`config.mk`:
```
export PLATFORM = sky130hd
export DESIGN_NAME = cpgio_ctrl
export DESIGN_NICKNAME = d
export VERILOG_FILES = /design/src/common/cpgio_pkg.sv /design/src/logic/cpgio_ctrl.sv /design/src/logic/cpgio_sync.sv /design/src/logic/cpgio_irq_pri.sv
export SDC_FILE = /design/constraint.sdc
export NUM_CORES = 1
export LEC_CHECK = 0
export ABC_AREA = 1
export BUFFER_PORTS_ARGS = -buffer_cell sky130_fd_sc_hd__clkbuf_2
export CORE_MARGIN = 2
export CORE_UTILIZATION = 44
export DETAILED_ROUTE_END_ITERATION = 10
export PLACE_DENSITY = 0.85
export REMOVE_ABC_BUFFERS = 1
export SYNTH_ARGS = -nofsm -noshare
export SYNTH_HDL_FRONTEND = slang
export SYNTH_HIERARCHICAL = 1
export SYNTH_SLANG_ARGS = --single-unit
```
`constraint.sdc`:
```
create_clock -name clk -period 1.4 [get_ports clk]
set_input_delay 0.14 -clock clk [delete_from_list [all_inputs] [get_ports clk]]
set_output_delay 0.14 -clock clk [all_outputs]
set_load 0.03 [all_outputs]
```
`src/common/cpgio_pkg.sv`:
```
// shared constants for the control pin and gpio block
package cpgio_pkg;
  // apb register byte addresses
  localparam logic [7:0] ADDR_IRQ_FLAG = 8'h00;
  localparam logic [7:0] ADDR_IRQ_MASK = 8'h04;
  localparam logic [7:0] ADDR_CTRL = 8'h08;
  localparam logic [7:0] ADDR_GPIO = 8'h0C;
  localparam logic [7:0] ADDR_STATUS = 8'h10;
  // control register field positions
  localparam int CTRL_GLOBAL_IRQ_BIT = 0;
  localparam int CTRL_FLAG_OUT_BIT = 1;
  localparam int CTRL_TIMER_OUT_BIT = 2;
  localparam int CTRL_HOST_MUX_BIT = 3;
  localparam int CTRL_PROC_MODE_BIT = 4;
  // gpio register layout: values in 3:0, directions in 11:8
  localparam int GPIO_VAL_LSB = 0;
  localparam int GPIO_DIR_LSB = 8;
  // values after reset, vectors and sync depth
  localparam logic [31:0] CTRL_RESET = 32'h0000_0001;
  localparam logic [3:0] GPIO_DIR_RESET = 4'h0;
  localparam logic [15:0] RESTART_VECTOR = 16'hFF80;
  localparam logic [15:0] NMI_VECTOR = 16'h00C0;
  localparam logic [15:0] USER_IRQ_VECTOR_BASE = 16'h00C4;
  localparam int SYNC_STAGES = 2;
endpackage

```
`src/logic/cpgio_ctrl.sv`:
```
// control pins, interrupts and gpio for one processor subsystem
//
// Chosen here: the placing of the registers and the APB interface to the registers.
module cpgio_ctrl #(
  parameter int N_IRQ = 4,
  parameter int N_GPIO = 4
) (
  // clock and reset
  input wire logic clk,
  input wire logic arst_n,
  // apb slave
  input wire logic psel,
  input wire logic penable,
  input wire logic pwrite,
  input wire logic [7:0] paddr,
  input wire logic [31:0] pwdata,
  output logic [31:0] prdata,
  output logic pready,
  output logic pslverr,
  // asynchronous pins
  input wire logic [N_IRQ-1:0] ext_user_irq,
  input wire logic nmi_in_n,
  input wire logic reset_in_n,
  input wire logic port_mode_select,
  input wire logic output_disable_n,
  // core side
  input wire logic timer_in,
  input wire logic io_access,
  input wire logic irq_ack,
  output logic core_halt,
  output logic fetch_restart,
  output logic [15:0] fetch_addr,
  output logic irq_req,
  output logic [15:0] irq_vector,
  output logic branch_condition_input,
  output logic rom_enable,
  output logic host_port_mode,
  // flag pin
  output logic flag_output,
  output logic flag_output_oe,
  // gpio pins
  input wire logic [N_GPIO-1:0] gpio_in,
  output logic [N_GPIO-1:0] gpio_out,
  output logic [N_GPIO-1:0] gpio_oe
);
  typedef struct packed {
    logic [N_IRQ-1:0] irq_flag_reg;
    logic [N_IRQ-1:0] irq_mask_reg;
    logic global_irq_mode_bit;
    logic flag_bit;
    logic timer_output_select;
    logic host_mux_select;
    logic processor_mode_bit;
    logic [N_GPIO-1:0] gpio_val;
    logic [N_GPIO-1:0] pin_direction_field;
    logic [N_IRQ-1:0] irq_prev;
    logic nmi_prev;
    logic nmi_pend;
    logic rst_prev;
    logic strap_taken;
    logic rom_enable;
    logic fetch_restart;
    logic irq_req;
    logic [15:0] irq_vector;
    logic [31:0] prdata;
    logic pslverr;
    logic [N_GPIO-1:0] gpio_in_q;
  } cpgio_ctrl_state_t;

  cpgio_ctrl_state_t st;
  cpgio_ctrl_state_t next_st;
  logic [N_IRQ-1:0] irq_s;
  logic nmi_s_n;
  logic rst_s_n;
  logic mode_s;
  logic [N_GPIO-1:0] gpio_s;
  logic [N_IRQ-1:0] irq_gated;
  logic irq_any;
  logic [$clog2(N_IRQ)-1:0] irq_idx;
  logic wr_en;
  logic rd_en;
  logic [15:0] ack_off;
  logic [$clog2(N_IRQ)-1:0] ack_idx;

  // pin synchronisers
  // sync stages clear to zero, so the reset pin reads as held just after arst
  // two stage sync
  cpgio_sync #(.WIDTH(N_IRQ + 3)) u_sync_ctl (
    .clk(clk),
    .arst_n(arst_n),
    .async_in({ext_user_irq, nmi_in_n, reset_in_n, port_mode_select}),
    .sync_out({irq_s, nmi_s_n, rst_s_n, mode_s})
  );
  cpgio_sync #(.WIDTH(N_GPIO)) u_sync_gpio (
    .clk(clk),
    .arst_n(arst_n),
    .async_in(gpio_in),
    .sync_out(gpio_s)
  );

  assign irq_gated = st.global_irq_mode_bit ? (st.irq_flag_reg & st.irq_mask_reg) : '0;

  cpgio_irq_pri #(.N(N_IRQ)) u_pri (
    .pending(irq_gated),
    .any(irq_any),
    .index(irq_idx)
  );

  // index of the user interrupt being acknowledged
  assign ack_off = st.irq_vector - cpgio_pkg::USER_IRQ_VECTOR_BASE;
  assign ack_idx = ack_off[$clog2(N_IRQ)-1:0];

  // apb decode, zero wait states
  assign wr_en = psel && penable && pwrite;
  assign rd_en = psel && !penable && !pwrite;

  // read mux for the setup cycle
  function automatic logic [31:0] read_word(input logic [7:0] a, input cpgio_ctrl_state_t s);
    logic [31:0] w;
    w = '0;
    unique case (a)
      cpgio_pkg::ADDR_IRQ_FLAG: w[N_IRQ-1:0] = s.irq_flag_reg;
      cpgio_pkg::ADDR_IRQ_MASK: w[N_IRQ-1:0] = s.irq_mask_reg;
      cpgio_pkg::ADDR_CTRL: begin
        w[cpgio_pkg::CTRL_GLOBAL_IRQ_BIT] = s.global_irq_mode_bit;
        w[cpgio_pkg::CTRL_FLAG_OUT_BIT] = s.flag_bit;
        w[cpgio_pkg::CTRL_TIMER_OUT_BIT] = s.timer_output_select;
        w[cpgio_pkg::CTRL_HOST_MUX_BIT] = s.host_mux_select;
        w[cpgio_pkg::CTRL_PROC_MODE_BIT] = s.processor_mode_bit;
      end
      cpgio_pkg::ADDR_GPIO: begin
        w[cpgio_pkg::GPIO_VAL_LSB +: N_GPIO] = s.gpio_in_q;
        w[cpgio_pkg::GPIO_DIR_LSB +: N_GPIO] = s.pin_direction_field;
      end
      cpgio_pkg::ADDR_STATUS: begin
        w[0] = s.rom_enable;
        w[1] = s.nmi_pend;
      end
      default: w = '0;
    endcase
    return w;
  endfunction

  function automatic logic addr_ok(input logic [7:0] a);
    return a == cpgio_pkg::ADDR_IRQ_FLAG || a == cpgio_pkg::ADDR_IRQ_MASK ||
           a == cpgio_pkg::ADDR_CTRL || a == cpgio_pkg::ADDR_GPIO ||
           a == cpgio_pkg::ADDR_STATUS;
  endfunction

  // next state
  always_comb begin
    next_st = st;
    next_st.irq_prev = irq_s;
    next_st.nmi_prev = nmi_s_n;
    next_st.rst_prev = rst_s_n;
    next_st.fetch_restart = 1'b0;
    next_st.gpio_in_q = gpio_s;
    // capture read data in the setup cycle, writes read back zero
    if (psel && !penable) begin
      next_st.prdata = rd_en ? read_word(paddr, st) : 32'h0000_0000;
      next_st.pslverr = !addr_ok(paddr);
    end
    if (!rst_s_n) begin
      next_st.irq_flag_reg = '0;
      next_st.irq_mask_reg = '0;
      next_st.global_irq_mode_bit = cpgio_pkg::CTRL_RESET[cpgio_pkg::CTRL_GLOBAL_IRQ_BIT];
      next_st.flag_bit = 1'b0;
      next_st.timer_output_select = 1'b0;
      next_st.host_mux_select = 1'b0;
      next_st.gpio_val = '0;
      next_st.pin_direction_field = cpgio_pkg::GPIO_DIR_RESET;
      next_st.nmi_pend = 1'b0;
      next_st.irq_req = 1'b0;
      next_st.strap_taken = 1'b0;
    end else begin
      // software writes; flags clear on write one
      if (wr_en) begin
        unique case (paddr)
          cpgio_pkg::ADDR_IRQ_FLAG: next_st.irq_flag_reg = st.irq_flag_reg & ~pwdata[N_IRQ-1:0];
          cpgio_pkg::ADDR_IRQ_MASK: next_st.irq_mask_reg = pwdata[N_IRQ-1:0];
          cpgio_pkg::ADDR_CTRL: begin
            next_st.global_irq_mode_bit = pwdata[cpgio_pkg::CTRL_GLOBAL_IRQ_BIT];
            next_st.flag_bit = pwdata[cpgio_pkg::CTRL_FLAG_OUT_BIT];
            next_st.timer_output_select = pwdata[cpgio_pkg::CTRL_TIMER_OUT_BIT];
            next_st.host_mux_select = pwdata[cpgio_pkg::CTRL_HOST_MUX_BIT];
            next_st.processor_mode_bit = pwdata[cpgio_pkg::CTRL_PROC_MODE_BIT];
          end
          cpgio_pkg::ADDR_GPIO: begin
            next_st.gpio_val = pwdata[cpgio_pkg::GPIO_VAL_LSB +: N_GPIO];
            next_st.pin_direction_field = pwdata[cpgio_pkg::GPIO_DIR_LSB +: N_GPIO];
          end
          default: next_st.gpio_val = st.gpio_val;
        endcase
      end
      // rising edge sets flag, set wins
      next_st.irq_flag_reg = next_st.irq_flag_reg | (irq_s & ~st.irq_prev);
      if (!nmi_s_n && st.nmi_prev) begin
        next_st.nmi_pend = 1'b1;
      end
      // vector request, nmi first then priority
      if (irq_ack && st.irq_req) begin
        next_st.irq_req = 1'b0;
        if (st.irq_vector == cpgio_pkg::NMI_VECTOR) begin
          next_st.nmi_pend = 1'b0;
        end else begin
          // served flag drops unless a new edge sets it again
          next_st.irq_flag_reg[ack_idx] = irq_s[ack_idx] & ~st.irq_prev[ack_idx];
        end
      end else if (!st.irq_req) begin
        if (st.nmi_pend) begin
          next_st.irq_req = 1'b1;
          next_st.irq_vector = cpgio_pkg::NMI_VECTOR;
        end else if (irq_any) begin
          next_st.irq_req = 1'b1;
          next_st.irq_vector = cpgio_pkg::USER_IRQ_VECTOR_BASE + 16'(irq_idx);
        end
      end
      // strap mode bit, rom enable, at release
      if (!st.strap_taken) begin
        next_st.strap_taken = 1'b1;
        next_st.processor_mode_bit = mode_s;
        next_st.rom_enable = mode_s ? gpio_s[0] : 1'b0;
      end
      if (!st.rst_prev) begin
        next_st.fetch_restart = 1'b1;
      end
    end
  end

  always_ff @(posedge clk or negedge arst_n) begin
    if (!arst_n) begin
      st <= '0;
    end else begin
      st <= next_st;
    end
  end

  // apb answers
  assign pready = 1'b1;
  assign prdata = st.prdata;
  assign pslverr = st.pslverr & psel & penable;

  // core outputs
  // halt and restart vector
  assign core_halt = !st.rst_prev;
  assign fetch_restart = st.fetch_restart;
  assign fetch_addr = cpgio_pkg::RESTART_VECTOR;
  assign irq_req = st.irq_req;
  assign irq_vector = st.irq_vector;
  assign host_port_mode = !mode_s;
  assign rom_enable = st.rom_enable;
  assign branch_condition_input = st.pin_direction_field[2] ? 1'b0 : st.gpio_in_q[2];

  assign flag_output = st.flag_bit;
  assign flag_output_oe = output_disable_n;

  // gpio pin drive with pin 3 alternates
  always_comb begin
    gpio_out = st.gpio_val;
    gpio_oe = output_disable_n ? st.pin_direction_field : '0;
    // pin 0 is input in memory mode
    if (mode_s) begin
      gpio_oe[0] = 1'b0;
    end
    if (mode_s) begin
      gpio_out[3] = !io_access;
      gpio_oe[3] = output_disable_n;
    end else if (!st.host_mux_select && st.timer_output_select) begin
      gpio_out[3] = timer_in;
      gpio_oe[3] = output_disable_n;
    end
  end
endmodule

```
`src/logic/cpgio_sync.sv`:
```
// two stage level synchroniser bank
module cpgio_sync #(
  parameter int WIDTH = 1
) (
  // clock and reset
  input wire logic clk,
  input wire logic arst_n,
  // data
  input wire logic [WIDTH-1:0] async_in,
  output logic [WIDTH-1:0] sync_out
);
  typedef struct packed {
    logic [WIDTH-1:0] first;
    logic [WIDTH-1:0] second;
  } cpgio_sync_state_t;
  cpgio_sync_state_t st;
  cpgio_sync_state_t next_st;

  // shift chain, first stage read only by second
  always_comb begin
    next_st = st;
    next_st.first = async_in;
    next_st.second = st.first;
  end

  always_ff @(posedge clk or negedge arst_n) begin
    if (!arst_n) begin
      st <= '0;
    end else begin
      st <= next_st;
    end
  end

  assign sync_out = st.second;
endmodule

```
`src/logic/cpgio_irq_pri.sv`:
```
// fixed priority pick among pending user interrupts
module cpgio_irq_pri #(
  parameter int N = 4
) (
  // request vector
  input wire logic [N-1:0] pending,
  // result
  output logic any,
  output logic [$clog2(N)-1:0] index
);
  // lowest index wins
  always_comb begin
    any = 1'b0;
    index = '0;
    for (int i = N - 1; i >= 0; i--) begin
      if (pending[i]) begin
        any = 1'b1;
        index = i[$clog2(N)-1:0];
      end
    end
  end
endmodule

```
==> summary.txt, run 1 <==
Logic synthesis
  – Post-Syn Area: 3590 µm²
  – Number of library cell types mapped by synthesis: 33
  – Syn_area_per_cell: 8.76 µm²
  – Cells after Synth: 410
  – Post-synthesis adder-cell area fraction: 0%
  – Largest family of logic cells by synthesized area: simple AND/OR/NAND/NOR gates
  – Seq cells post-synth: 71
  – Synth Warn #: 6
  – Seq/Total Area, Yosys: 49.5%
  – Compound-gate portion of the synthesized area: 8.22%
  – Synth Area in XOR/XNOR: 0%
  – Post-synthesis mux area share: 0%
  – Synth Area in Simple Gates: 22.2%

Status
  – Status: complete, but fails checks
  – Failing checks: setup timing

Power
  – Comb pwr share: 13.1%
  – Sw frac: 29.2%
  – Peak supply drop: 732 µV
  – Power Dens Cells: 1010 nW/µm²
  – Internal power: 3100 µW
  – Share of power burned in registers: 49.6%
  – Power share of the clock group: 37.3%
  – P_leak: 0.00230 µW
  – Sw Pwr: 1280 µW

Floorplan
  – Starting density of the core: 46.0%
  – Row count: 32
  – Core Area: 7810 µm²
  – Top Ports: 142
  – Die Ht: 94.4 µm
  – Horiz. Die Dim: 94.4 µm
  – Die area: 8900 µm²

Route
  – DR WL/cell: 13.0 µm
  – Routed wire length: 7.89 mm
  – DR pass1 iterations: 6
  – Vias: 2901
  – Drt via density: 4.77
  – Post-DRT Antenna Nets: 0
  – DRC viols: 0
  – Starting DRT DRC Count: 236

Final layout
  – Fillcell total: 684
  – Leading cell types in the layout, fill and taps excluded: nand2_1, dfrtp_1, clkbuf_2, conb_1, inv_1
  – Sequential cell area: 1780 µm²
  – Footprint of the multi-input gates: 1370 µm²
  – Non-Filler Instances: 608
  – Ant diodes: 0
  – Area Growth Syn to Fin: 20.4%
  – Layout cell share with drive strength beyond 1: 30.2%
  – Layout net count: 561
  – Most common cell after layout, fill and taps aside: nand2_1

Timing
  – Hold_ws: 0.0397 ns
  – Tcrit/Tclk final: 112%
  – Fmax: 637 MHz
  – Setup WS post-layout: -0.169 ns
  – Hold Violations, Final: 0
  – Layout Skew: 0.00945 ns
  – RSZ-0062 raised after global routing: true
  – Setup violators final: 4
  – Final max-slew violation count: 0
  – Fin crit period: 1.57 ns

Global route
  – Met1 Track Usage GR: 23.0%
  – Total GRT Usage: 18.1%
  – GRT overflow: 0
  – Met3 Usage GRT: 4.07%
  – Vias in the first global route: 2606
  – Largest net degree at the start of global routing: 72
  – Initial antenna violation count: 0
  – Global routing usage on met2: 29.1%
  – First-pass GRT wire length: 12.3 mm
  – Most Crowded Layer GR: met2

Critical path
  – Worst Path Required: 1.67 ns
  – CP endpoint kind: register
  – Crit Path Max Fanout: 2
  – CP Launch Type: register
  – Critical path class: reg2reg
  – FF-to-FF setup slack: -0.17 ns
  – Worst EP arrival: 1.84 ns

CTS
  – H-Tree Depth: 3
  – Clk Latency, worst-skew pair: 0.35 ns
  – Total CTS buffers: 9
  – Clk root buf: clkbuf_8
  – Clock Pin Slew Worst Setup and Hold Paths: 0.08 ns
  – Clock Sinks: 71
  – CTS max path bufs: 2
  – CTS tree: built

Hold path
  – Worst Hold Class: in2reg

Job
  – Max-cap violations: 0

Placement
  – GPL Wtd Cong: 0.876
  – Port bufs: 67
  – Post-Place Cells: 563
  – DP Wirelength: 5.45 mm
routing by layer:
metal / part of all wire (%) / wire length, µm / up-vias
met5: 0 / 0 / -
met4: 3.3 / 262 / 0
met3: 7.5 / 595 / 25
met2: 48 / 3770 / 158
met1: 41 / 3260 / 1355
li1: - / - / 1363
synth_stat cells:
| library cell | count | area, µm² |
|---|---|---|
| clkbuf_1 | 4 | 15.0 |
| o21bai_1 | 2 | 15.0 |
| nor3_2 | 1 | 10.0 |
| a21oi_2 | 1 | 8.76 |
| buf_4 | 70 | 526 |
| nand3b_1 | 1 | 7.51 |
| nor2_2 | 1 | 6.26 |
| o31ai_1 | 4 | 30.0 |
| nand2_8 | 1 | 20.0 |
| o21ai_0 | 9 | 45.0 |
| o21ai_1 | 8 | 40.0 |
| o211ai_1 | 2 | 15.0 |
| a31oi_1 | 1 | 6.26 |
| nor2_8 | 2 | 40.0 |
| nor3_1 | 4 | 20.0 |
| or2_2 | 2 | 12.5 |
| nand3_2 | 2 | 20.0 |
| o21ai_2 | 6 | 52.6 |
| conb_1 | 2 | 7.51 |
| or2_1 | 1 | 6.26 |
| nor2_1 | 32 | 120 |
| dfrtp_1 | 71 | 1780 |
| a21boi_0 | 3 | 22.5 |
| nand2_1 | 82 | 308 |
| a21oi_1 | 7 | 35.0 |
| inv_4 | 2 | 12.5 |
| o22ai_1 | 4 | 25.0 |
| inv_1 | 41 | 154 |
| nor2_4 | 2 | 22.5 |
| nand3_1 | 36 | 180 |
| inv_2 | 2 | 7.51 |
| nand4_1 | 1 | 6.26 |
| nand2_2 | 3 | 18.8 |
worst paths after layout:
kind	startpoint	end	cells after the start
hold / removal	pwdata[11]	st[67]	3
max in group asynchronous	arst_n	u_sync_ctl/sync_out[0]	3
min in group asynchronous	arst_n	u_sync_ctl/sync_out[4]	3
setup reg to reg	st[74]	st[74]	10
setup / recovery	st[74]	st[74]	10
hold reg to reg	u_sync_ctl/next_st[2]	u_sync_ctl/sync_out[2]	0
critical path, cell delays in order (launching register included):
cell	delay [ns]
dfrtp_1	0.38
inv_2	0.05
buf_4	0.13
buf_4	0.13
buf_4	0.12
buf_4	0.12
buf_4	0.12
buf_4	0.13
buf_4	0.12
buf_4	0.12
o22ai_2	0.07
power groups by stage:
stage	sequential (µW)	clock, µW	combinational, µW
3_3_place_gp	2210	0	505
2_1_floorplan	2220	0	323
5_1_grt	2180	1780	627
4_1_cts	2170	1660	556
3_5_place_dp	2210	0	517
6_report	2180	1630	573
area by class of cell:
type | instances | share of cell area (%)
well taps | 102 | 2.95
clock inverters | 6 | 1.59
flip-flops and latches | 71 | 41.1
clock buffers | 10 | 2.95
multi-input cells | 269 | 31.6
inverters | 45 | 4.08
repair buffers | 105 | 15.7
cells by family (layout without fill, tap and decap cells):
family | count (synthesis) | after routing
AND/OR/NAND/NOR | 171 | 171
buffers and inverters | 119 | 166
flip-flops | 71 | 71
AO/OA/AOI/OAI | 47 | 47
other | 2 | 51
flip-flops by register name, indices dropped and copies added, names as in the netlist, 3 cells and up:
name                  count
prdata                    9
gpio_out                  3
u_sync_ctl/next_st        7
u_sync_gpio/sync_out      4
irq_vector                4
st                       29
u_sync_gpio/next_st       4
u_sync_ctl/sync_out       7
repair_timing:
item | 4_1_cts | 5_1_grt
gates cloned | 0 | 0
setup buffers | 14 | 3
endpoints found under the setup margin | 6 | 12
resized for setup | 18 | 20
endpoints found under the hold margin | 82 | 0
pin swaps | 3 | 13
hold buffers | 12 | 0
per-stage QoR:
| step | area [µm²] | utilization [%] | TNS, ns | setup slack, ns | total power (µW) |
|---|---|---|---|---|---|
| global placement | 3780 | 48.4 | 0 | 0.0234 | 2710 |
| floorplan | 3240 | - | 0 | 0.00521 | 2550 |
| CTS | 4240 | 54.3 | -0.373 | -0.148 | 4390 |
| finish | 4320 | 55.4 | -0.344 | -0.169 | 4380 |
| detailed placement | 3780 | 48.4 | -0.149 | -0.0752 | 2730 |
| global route | 4320 | 55.4 | -0.952 | -0.248 | 4590 |
Note: power is estimated with default switching activity, not from simulation.
==> run 2: changes to the inputs <==
--- a/config.mk
+++ b/config.mk
@@ -5,10 +5,9 @@
 export SDC_FILE = /design/constraint.sdc
 export NUM_CORES = 1
 export LEC_CHECK = 0
-export ABC_AREA = 1
 export BUFFER_PORTS_ARGS = -buffer_cell sky130_fd_sc_hd__clkbuf_2
 export CORE_MARGIN = 2
-export CORE_UTILIZATION = 44
+export CORE_UTILIZATION = 43
 export DETAILED_ROUTE_END_ITERATION = 10
 export PLACE_DENSITY = 0.85
 export REMOVE_ABC_BUFFERS = 1
==> summary.txt, run 2 <==
Floorplan
  – Horiz. Die Dim: 92.6 µm (-1.9%)
  – Top Ports: 142 (unchanged)
  – Row count: 32 (unchanged)
  – Core Area: 7650 µm² (-2.1%)
  – Die area: 8580 µm² (-3.7%)
  – Die Ht: 92.6 µm (-1.9%)
  – Starting density of the core: 44.1% (-1.9 points)

Route
  – Starting DRT DRC Count: 165 (-30%)
  – DRC viols: 0 (unchanged)
  – Post-DRT Antenna Nets: 0 (unchanged)
  – DR pass1 iterations: 4 (-2)
  – Vias: 2359 (-19%)
  – DR WL/cell: 14.0 µm (+7.8%)
  – Routed wire length: 6.94 mm (-12%)
  – Drt via density: 4.76 (-0.32%)

Final layout
  – Area Growth Syn to Fin: 18.7%
  – Layout cell share with drive strength beyond 1: 30.7% (+0.47 points)
  – Most common cell after layout, fill and taps aside: dfrtp_1
  – Register with the most flip-flops: st
  – Ant diodes: 0 (unchanged)
  – Layout net count: 449 (-20%)
  – Max FFs per register: 29 (unchanged)
  – Leading cell types in the layout, fill and taps excluded: dfrtp_1, clkbuf_2, conb_1, nand2_1, mux2i_1

Logic synthesis
  – Top cells by area, synth: dfrtp_1, buf_4, mux2i_1, nand2_1, nor2b_1
  – Syn_area_per_cell: 10.8 µm² (+23%)
  – Seq/Total Area, Yosys: 52.6% (+3.2 points)
  – Synth Warn #: 6 (unchanged)
  – Top cell type's share of synthesized area: 52.6% (+3.2 points)
  – Post-Syn Area: 3380 µm² (-6.0%)
  – Largest family of logic cells by synthesized area: buffers and inverters
  – Compound-gate portion of the synthesized area: 9.30% (+1.1 points)
  – Seq cells post-synth: 71 (unchanged)
  – Most frequent cell after synthesis: dfrtp_1
  – Top cell type by total area after synthesis: dfrtp_1
  – Number of library cell types mapped by synthesis: 40 (+21%)
  – Cells after Synth: 314 (-23%)
  – Post-synthesis mux area share: 6.41% (+6.4 points)
  – Synth Area in XOR/XNOR: 0% (unchanged)
  – Post-synth EDFFs: 0 (unchanged)
  – Most used DFF post-synth: dfrtp_1
  – Synth top cells by count: dfrtp_1, buf_4, nand2_1
  – Post-synthesis adder-cell area fraction: 0% (unchanged)
  – Async set-reset flop share out of synthesis: 100% (unchanged)
  – Synth Area in Simple Gates: 14.3% (-8.0 points)

Status
  – Status: complete, but fails checks
  – Failing checks: setup timing

CTS
  – H-Tree Depth: 3 (unchanged)
  – Clock Pin Slew Worst Setup and Hold Paths: 0.08 ns (about the same)
  – CTS tree: built
  – CTS max path bufs: 2 (unchanged)
  – Clk Latency, worst-skew pair: 0.34 ns (about the same)
  – Clock Sinks: 71 (unchanged)
  – Clk root buf: clkbuf_8
  – Total CTS buffers: 9 (unchanged)

Power
  – Sw frac: 27.4% (-1.8 points)
  – Comb pwr share: 13.7% (+0.6 points)
  – Sw Pwr: 1250 µW (-2.1%)
  – P_leak: 0.00199 µW (-14%)
  – Power Total: 4570 µW (+4.3%)
  – Share of power burned in registers: 48.2% (-1.4 points)
  – Peak supply drop: 483 µV (-34%)
  – Internal power: 3320 µW (+6.9%)
  – Power Dens Cells: 1140 nW/µm² (+13%)
  – Power share of the clock group: 38.1% (+0.8 points)

Timing
  – RSZ-0062 raised after global routing: true
  – Tcrit/Tclk final: 116% (+4.2 points)
  – Final max-slew violation count: 0 (unchanged)
  – Setup WS post-layout: -0.228 ns (-0.0589 ns)
  – Hold_ws: 0.0269 ns (-0.0128 ns)
  – Setup violators final: 4 (unchanged)
  – Hold Violations, Final: 0 (unchanged)
  – Setup TNS: -0.324 ns (+0.0197 ns)
  – Fmax: 614 MHz (-3.6%)
  – Layout Skew: 0.00753 ns (-0.00192 ns)
  – Fin crit period: 1.63 ns (+0.0589 ns)

Global route
  – GRT overflow: 0 (unchanged)
  – Total GRT Usage: 16.6% (-1.5 points)
  – Vias in the first global route: 2263 (-13%)
  – Largest net degree at the start of global routing: 72 (unchanged)
  – Initial antenna violation count: 0 (unchanged)
  – First-pass GRT wire length: 10.9 mm (-12%)

Critical path
  – Buf+Inv Stages, Crit Path: 1 (-8)
  – CP cell instances: nor2b_4, mux2_4, nand2_2, o21ai_2, buf_6
  – Critical path class: reg2out
  – Top delay family on crit path: flip-flops
  – Worst Path Required: 1.26 ns (-0.41 ns)
  – CP Launch Type: register
  – Critical path's largest stage delay: 0.41 ns (+0.03 ns)
  – CP endpoint kind: output port
  – Crit Path Max Fanout: 2 (unchanged)
  – Worst path slowest cell: dfrtp_1
  – Worst EP arrival: 1.49 ns (-0.35 ns)

Hold path
  – Worst Hold Class: in2reg

Job
  – Max-cap violations: 0 (unchanged)

Placement
  – GPL Wtd Cong: 0.903 (+3.0%)
  – Dpl ws: -0.479 ns (-0.404 ns)
  – DP Wirelength: 4.93 mm (-9.6%)
  – Port bufs: 67 (unchanged)
[run 2: changes by cell type after synthesis, moves of 4 or more]
cell,change
inv_1,-34
nor2b_1,+10
nor2_1,-24
and3_1,+9
mux2i_1,+16
o21ai_1,-8
o21ai_2,-6
nand3_1,-25
a31oi_1,+5
a22o_1,+4
nand2_1,-48
nand2b_1,+7
[run 2: power groups by stage]
stage | registers (µW) | logic [µW] | clock network, µW
after floorplan | 2270 | 328 | 0
after global placement | 2230 | 577 | 0
after detailed placement | 2240 | 588 | 0
after CTS | 2200 | 620 | 1790
after global routing | 2210 | 681 | 1880
final | 2200 | 627 | 1740
[run 2: tightest hold or removal path, delay by kind of cell]
family	cells	cell delay (ns)
mux	1	0.06
buf+inv	1	0.08
simple gates	1	0.05
[run 2: final timing paths]
check                                       startpoint                      end  slack, ns  depth (start not counted)
worst max-delay path                            st[73]              gpio_out[3]      -0.23                          5
worst min-delay path                        pwdata[11]                   st[67]       0.03                          3
worst max register to register                  st[76]                  irq_req       0.06                          4
worst min register to register  u_sync_gpio/next_st[2]  u_sync_gpio/sync_out[2]       0.35                          0
max in group asynchronous                       arst_n                   st[76]       0.73                          3
min in group asynchronous                       arst_n    u_sync_ctl/next_st[3]       0.35                          3
[run 2: logic make-up (layout without fill, tap and decap cells)]
| group | count (synthesis) | count (layout) |
|---|---|---|
| AND/OR/NAND/NOR | 91 | 91 |
| other | 2 | 51 |
| multiplexers | 19 | 19 |
| flip-flops | 71 | 71 |
| AO/OA/AOI/OAI | 46 | 46 |
| buffers and inverters | 85 | 116 |
[run 2: metal layers]
layer	part of all wire, %	track usage (%)	wire (µm)	up-vias
met2	49	26.1	3420	94
li1	-	-	-	1106
met5	0	0	0	-
met1	42	20.5	2910	1150
met3	7.4	6.43	514	9
met4	1.3	6.97	91	0
[run 2: per-stage QoR]
| stage | cell area, µm² | cells | util (%) |
|---|---|---|---|
| after floorplan | 3010 | 285 | - |
| after global placement | 3570 | 466 | 46.7 |
| after detailed placement | 3570 | 466 | 46.7 |
| after CTS | 3950 | 495 | 51.6 |
| after global routing | 4010 | 496 | 52.4 |
| final | 4010 | 496 | 52.4 |
[run 2: final cells by class]
type / count / area, µm²
tap: 102 / 128
fill: 676 / 3640
timing repair buffer: 93 / 597
sequential: 71 / 1780
clock buffer: 10 / 128
multi-input combinational: 207 / 1260
inverter: 7 / 26.3
clock inverter: 6 / 85.1
[run 2: what timing repair did]
item	in CTS	in global routing
pin swaps	2	4
resized for setup	10	19
cloned	0	0
endpoints found under the setup margin	12	11
hold buffers	12	0
hold endpoints to repair	82	0
setup buffers	1	1
==> run 3: changes to the inputs <==
--- a/config.mk
+++ b/config.mk
@@ -5,9 +5,10 @@
 export SDC_FILE = /design/constraint.sdc
 export NUM_CORES = 1
 export LEC_CHECK = 0
+export ABC_AREA = 1
 export BUFFER_PORTS_ARGS = -buffer_cell sky130_fd_sc_hd__clkbuf_2
-export CORE_MARGIN = 2
-export CORE_UTILIZATION = 43
+export CORE_MARGIN = 8
+export CORE_UTILIZATION = 44
 export DETAILED_ROUTE_END_ITERATION = 10
 export PLACE_DENSITY = 0.85
 export REMOVE_ABC_BUFFERS = 1
==> summary.txt, run 3 (synthesized netlist as in run 1, its figures left out) <==
Final layout
  – Fillcell total: 733 (+8.4%)
  – Ant diodes: 0 (unchanged)
  – Final design utilization: 53.1% (+0.68 points)
  – Register with the most flip-flops: st
  – Non-Filler Instances: 603 (+22%)
  – Area Growth Syn to Fin: 18.9%
  – Leading cell types in the layout, fill and taps excluded: nand2_1, dfrtp_1, clkbuf_2, conb_1, inv_1
  – Most common cell after layout, fill and taps aside: nand2_1
  – Layout net count: 553 (+23%)
  – Max FFs per register: 29 (unchanged)
  – Cell area after layout: 4270 µm² (+6.7%)
  – Layout cell share with drive strength beyond 1: 28.7% (-2.0 points)

Route
  – DR WL/cell: 13.9 µm (-0.59%)
  – Drt via density: 4.70 (-1.2%)
  – Post-DRT Antenna Nets: 0 (unchanged)
  – DR pass1 iterations: 4 (unchanged)
  – DRC viols: 0 (unchanged)
  – Starting DRT DRC Count: 133 (-19%)
  – Vias: 2834 (+20%)
  – Routed wire length: 8.39 mm (+21%)

Floorplan
  – Die Ht: 106 µm (+15%)
  – Horiz. Die Dim: 106 µm (+15%)
  – Core Area: 8050 µm² (+5.3%)
  – Die area: 11300 µm² (+32%)
  – Row count: 33 (+3.1%)
  – Top Ports: 142 (unchanged)
  – Starting density of the core: 44.6% (+0.47 points)

Critical path
  – Crit Path Max Fanout: 2 (unchanged)
  – Critical path's largest stage delay: 0.39 ns (-0.02 ns)
  – Buf+Inv Stages, Crit Path: 2 (+1)
  – Worst EP arrival: 1.41 ns (-0.08 ns)
  – Critical path class: reg2out
  – Worst path slowest cell: dfrtp_1
  – Worst r2r src: st[76]
  – CP Launch Type: register
  – R2R cell count: 8 (+4)
  – Worst reg2reg endpoint: irq_vector[1]
  – CP cell instances: inv_2, nor2_2, or2_4, o211ai_1, o21ai_1, buf_4
  – FF-to-FF setup slack: -0.02 ns (-0.08 ns)
  – CP endpoint kind: output port
  – Top delay family on crit path: flip-flops
  – Worst Path Required: 1.26 ns (about the same)

CTS
  – CTS max path bufs: 2 (unchanged)
  – Total CTS buffers: 9 (unchanged)
  – Clock Pin Slew Worst Setup and Hold Paths: 0.08 ns (about the same)
  – Clk root buf: clkbuf_8
  – Clock Sinks: 71 (unchanged)
  – CTS tree: built
  – H-Tree Depth: 3 (unchanged)
  – Clk Latency, worst-skew pair: 0.35 ns (about the same)

Job
  – Max-cap violations: 0 (unchanged)

Placement
  – GPL Wtd Cong: 0.865 (-4.2%)
  – Post-Place Cells: 565 (+21%)
  – DP Wirelength: 6.13 mm (+24%)
  – Placed Area: 3770 µm² (+5.7%)
  – Port bufs: 67 (unchanged)

Timing
  – Tcrit/Tclk final: 111% (-5.7 points)
  – Layout Skew: 0.00758 ns (+0.0000483 ns)
  – Hold_ws: 0.0331 ns (+0.00621 ns)
  – RSZ-0062 raised after global routing: true
  – Fin crit period: 1.55 ns (-0.0798 ns)
  – Setup WS post-layout: -0.148 ns (+0.0798 ns)
  – Hold Violations, Final: 0 (unchanged)
  – Setup violators final: 4 (unchanged)
  – Fmax: 646 MHz (+5.2%)
  – Final max-slew violation count: 0 (unchanged)

Status
  – Failing checks: setup timing
  – Status: complete, but fails checks

Global route
  – Largest net degree at the start of global routing: 72 (unchanged)
  – GRT overflow: 0 (unchanged)
  – Vias in the first global route: 2858 (+26%)
  – Initial antenna violation count: 0 (unchanged)
  – Total GRT Usage: 15.0% (-1.6 points)
  – First-pass GRT wire length: 13.6 mm (+25%)

Hold path
  – Hold EP: st[64]
  – Hold path depth: 3 (unchanged)
  – Min-delay src: pwdata[8]
  – Worst Hold Class: in2reg

Power
  – P_leak: 0.00227 µW (+14%)
  – Peak supply drop: 861 µV (+78%)
  – Power Dens Cells: 1070 nW/µm² (-6.0%)
==> run 3: routing by layer <==
metal	share of wire, %	global-route usage, %	vias to the layer above
li1	-	-	1344
met1	40	17.0	1330
met2	47	24.2	144
met3	11	6.84	16
met4	1.7	5.63	0
met5	0	0	-
==> run 3: metrics by stage <==
| stage | total power (µW) | worst slack (ns) | setup TNS [ns] |
|---|---|---|---|
| 4_1_cts | 4610 | -0.188 | -0.268 |
| 3_5_place_dp | 2730 | -0.0358 | -0.0770 |
| 2_1_floorplan | 2550 | 0.00521 | 0 |
| 6_report | 4580 | -0.148 | -0.190 |
| 5_1_grt | 4790 | -0.218 | -0.772 |
| 3_3_place_gp | 2720 | 0.00844 | 0 |
==> run 3: layout make-up <==
class | count | area [µm²] | share of cell area [%]
clock buffer | 9 | 124 | 2.90
timing repair buffer | 97 | 611 | 14.3
inverter | 45 | 176 | 4.13
multi-input combinational | 269 | 1350 | 31.6
clock inverter | 7 | 103 | 2.40
tap | 105 | 131 | 3.07
sequential | 71 | 1780 | 41.6
==> run 3: how the worst max path moves through the flow <==
stage                      startpoint            end  slack [ns]  cells after the start
2_1_floorplan  u_sync_ctl/sync_out[0]    gpio_out[3]       0.005                      2
3_3_place_gp                   st[77]  irq_vector[0]       0.008                      8
3_5_place_dp                   st[77]  irq_vector[1]       -0.04                      8
4_1_cts                        st[74]    gpio_out[3]       -0.19                      6
5_1_grt                        st[74]    gpio_out[3]       -0.22                      6
6_report                       st[74]    gpio_out[3]       -0.15                      6
==> run 3: repair_timing <==
action / in CTS / in global routing
hold endpoints to repair: 82 / 0
gates resized for setup: 14 / 18
buffers inserted: 6 / 4
setup endpoints to repair: 7 / 11
pin swaps: 4 / 10
hold buffers: 12 / 0
==> run 3: worst register-to-register path: stages (launching register included) <==
cell and delay [ns]:
dfrtp_1 0.42, inv_4 0.08, nor2_2 0.15, nor2_4 0.05, nand2_2 0.10, nor2_4 0.04
nor3_4 0.19, nand3b_1 0.16, o22ai_1 0.15
==> run 3: where the power goes <==
group / switching, µW / internal [µW] / total [µW]
clock: 809 / 1020 / 1830
combinational: 430 / 144 / 574
sequential: 52.8 / 2120 / 2180
total: 1290 / 3290 / 4580
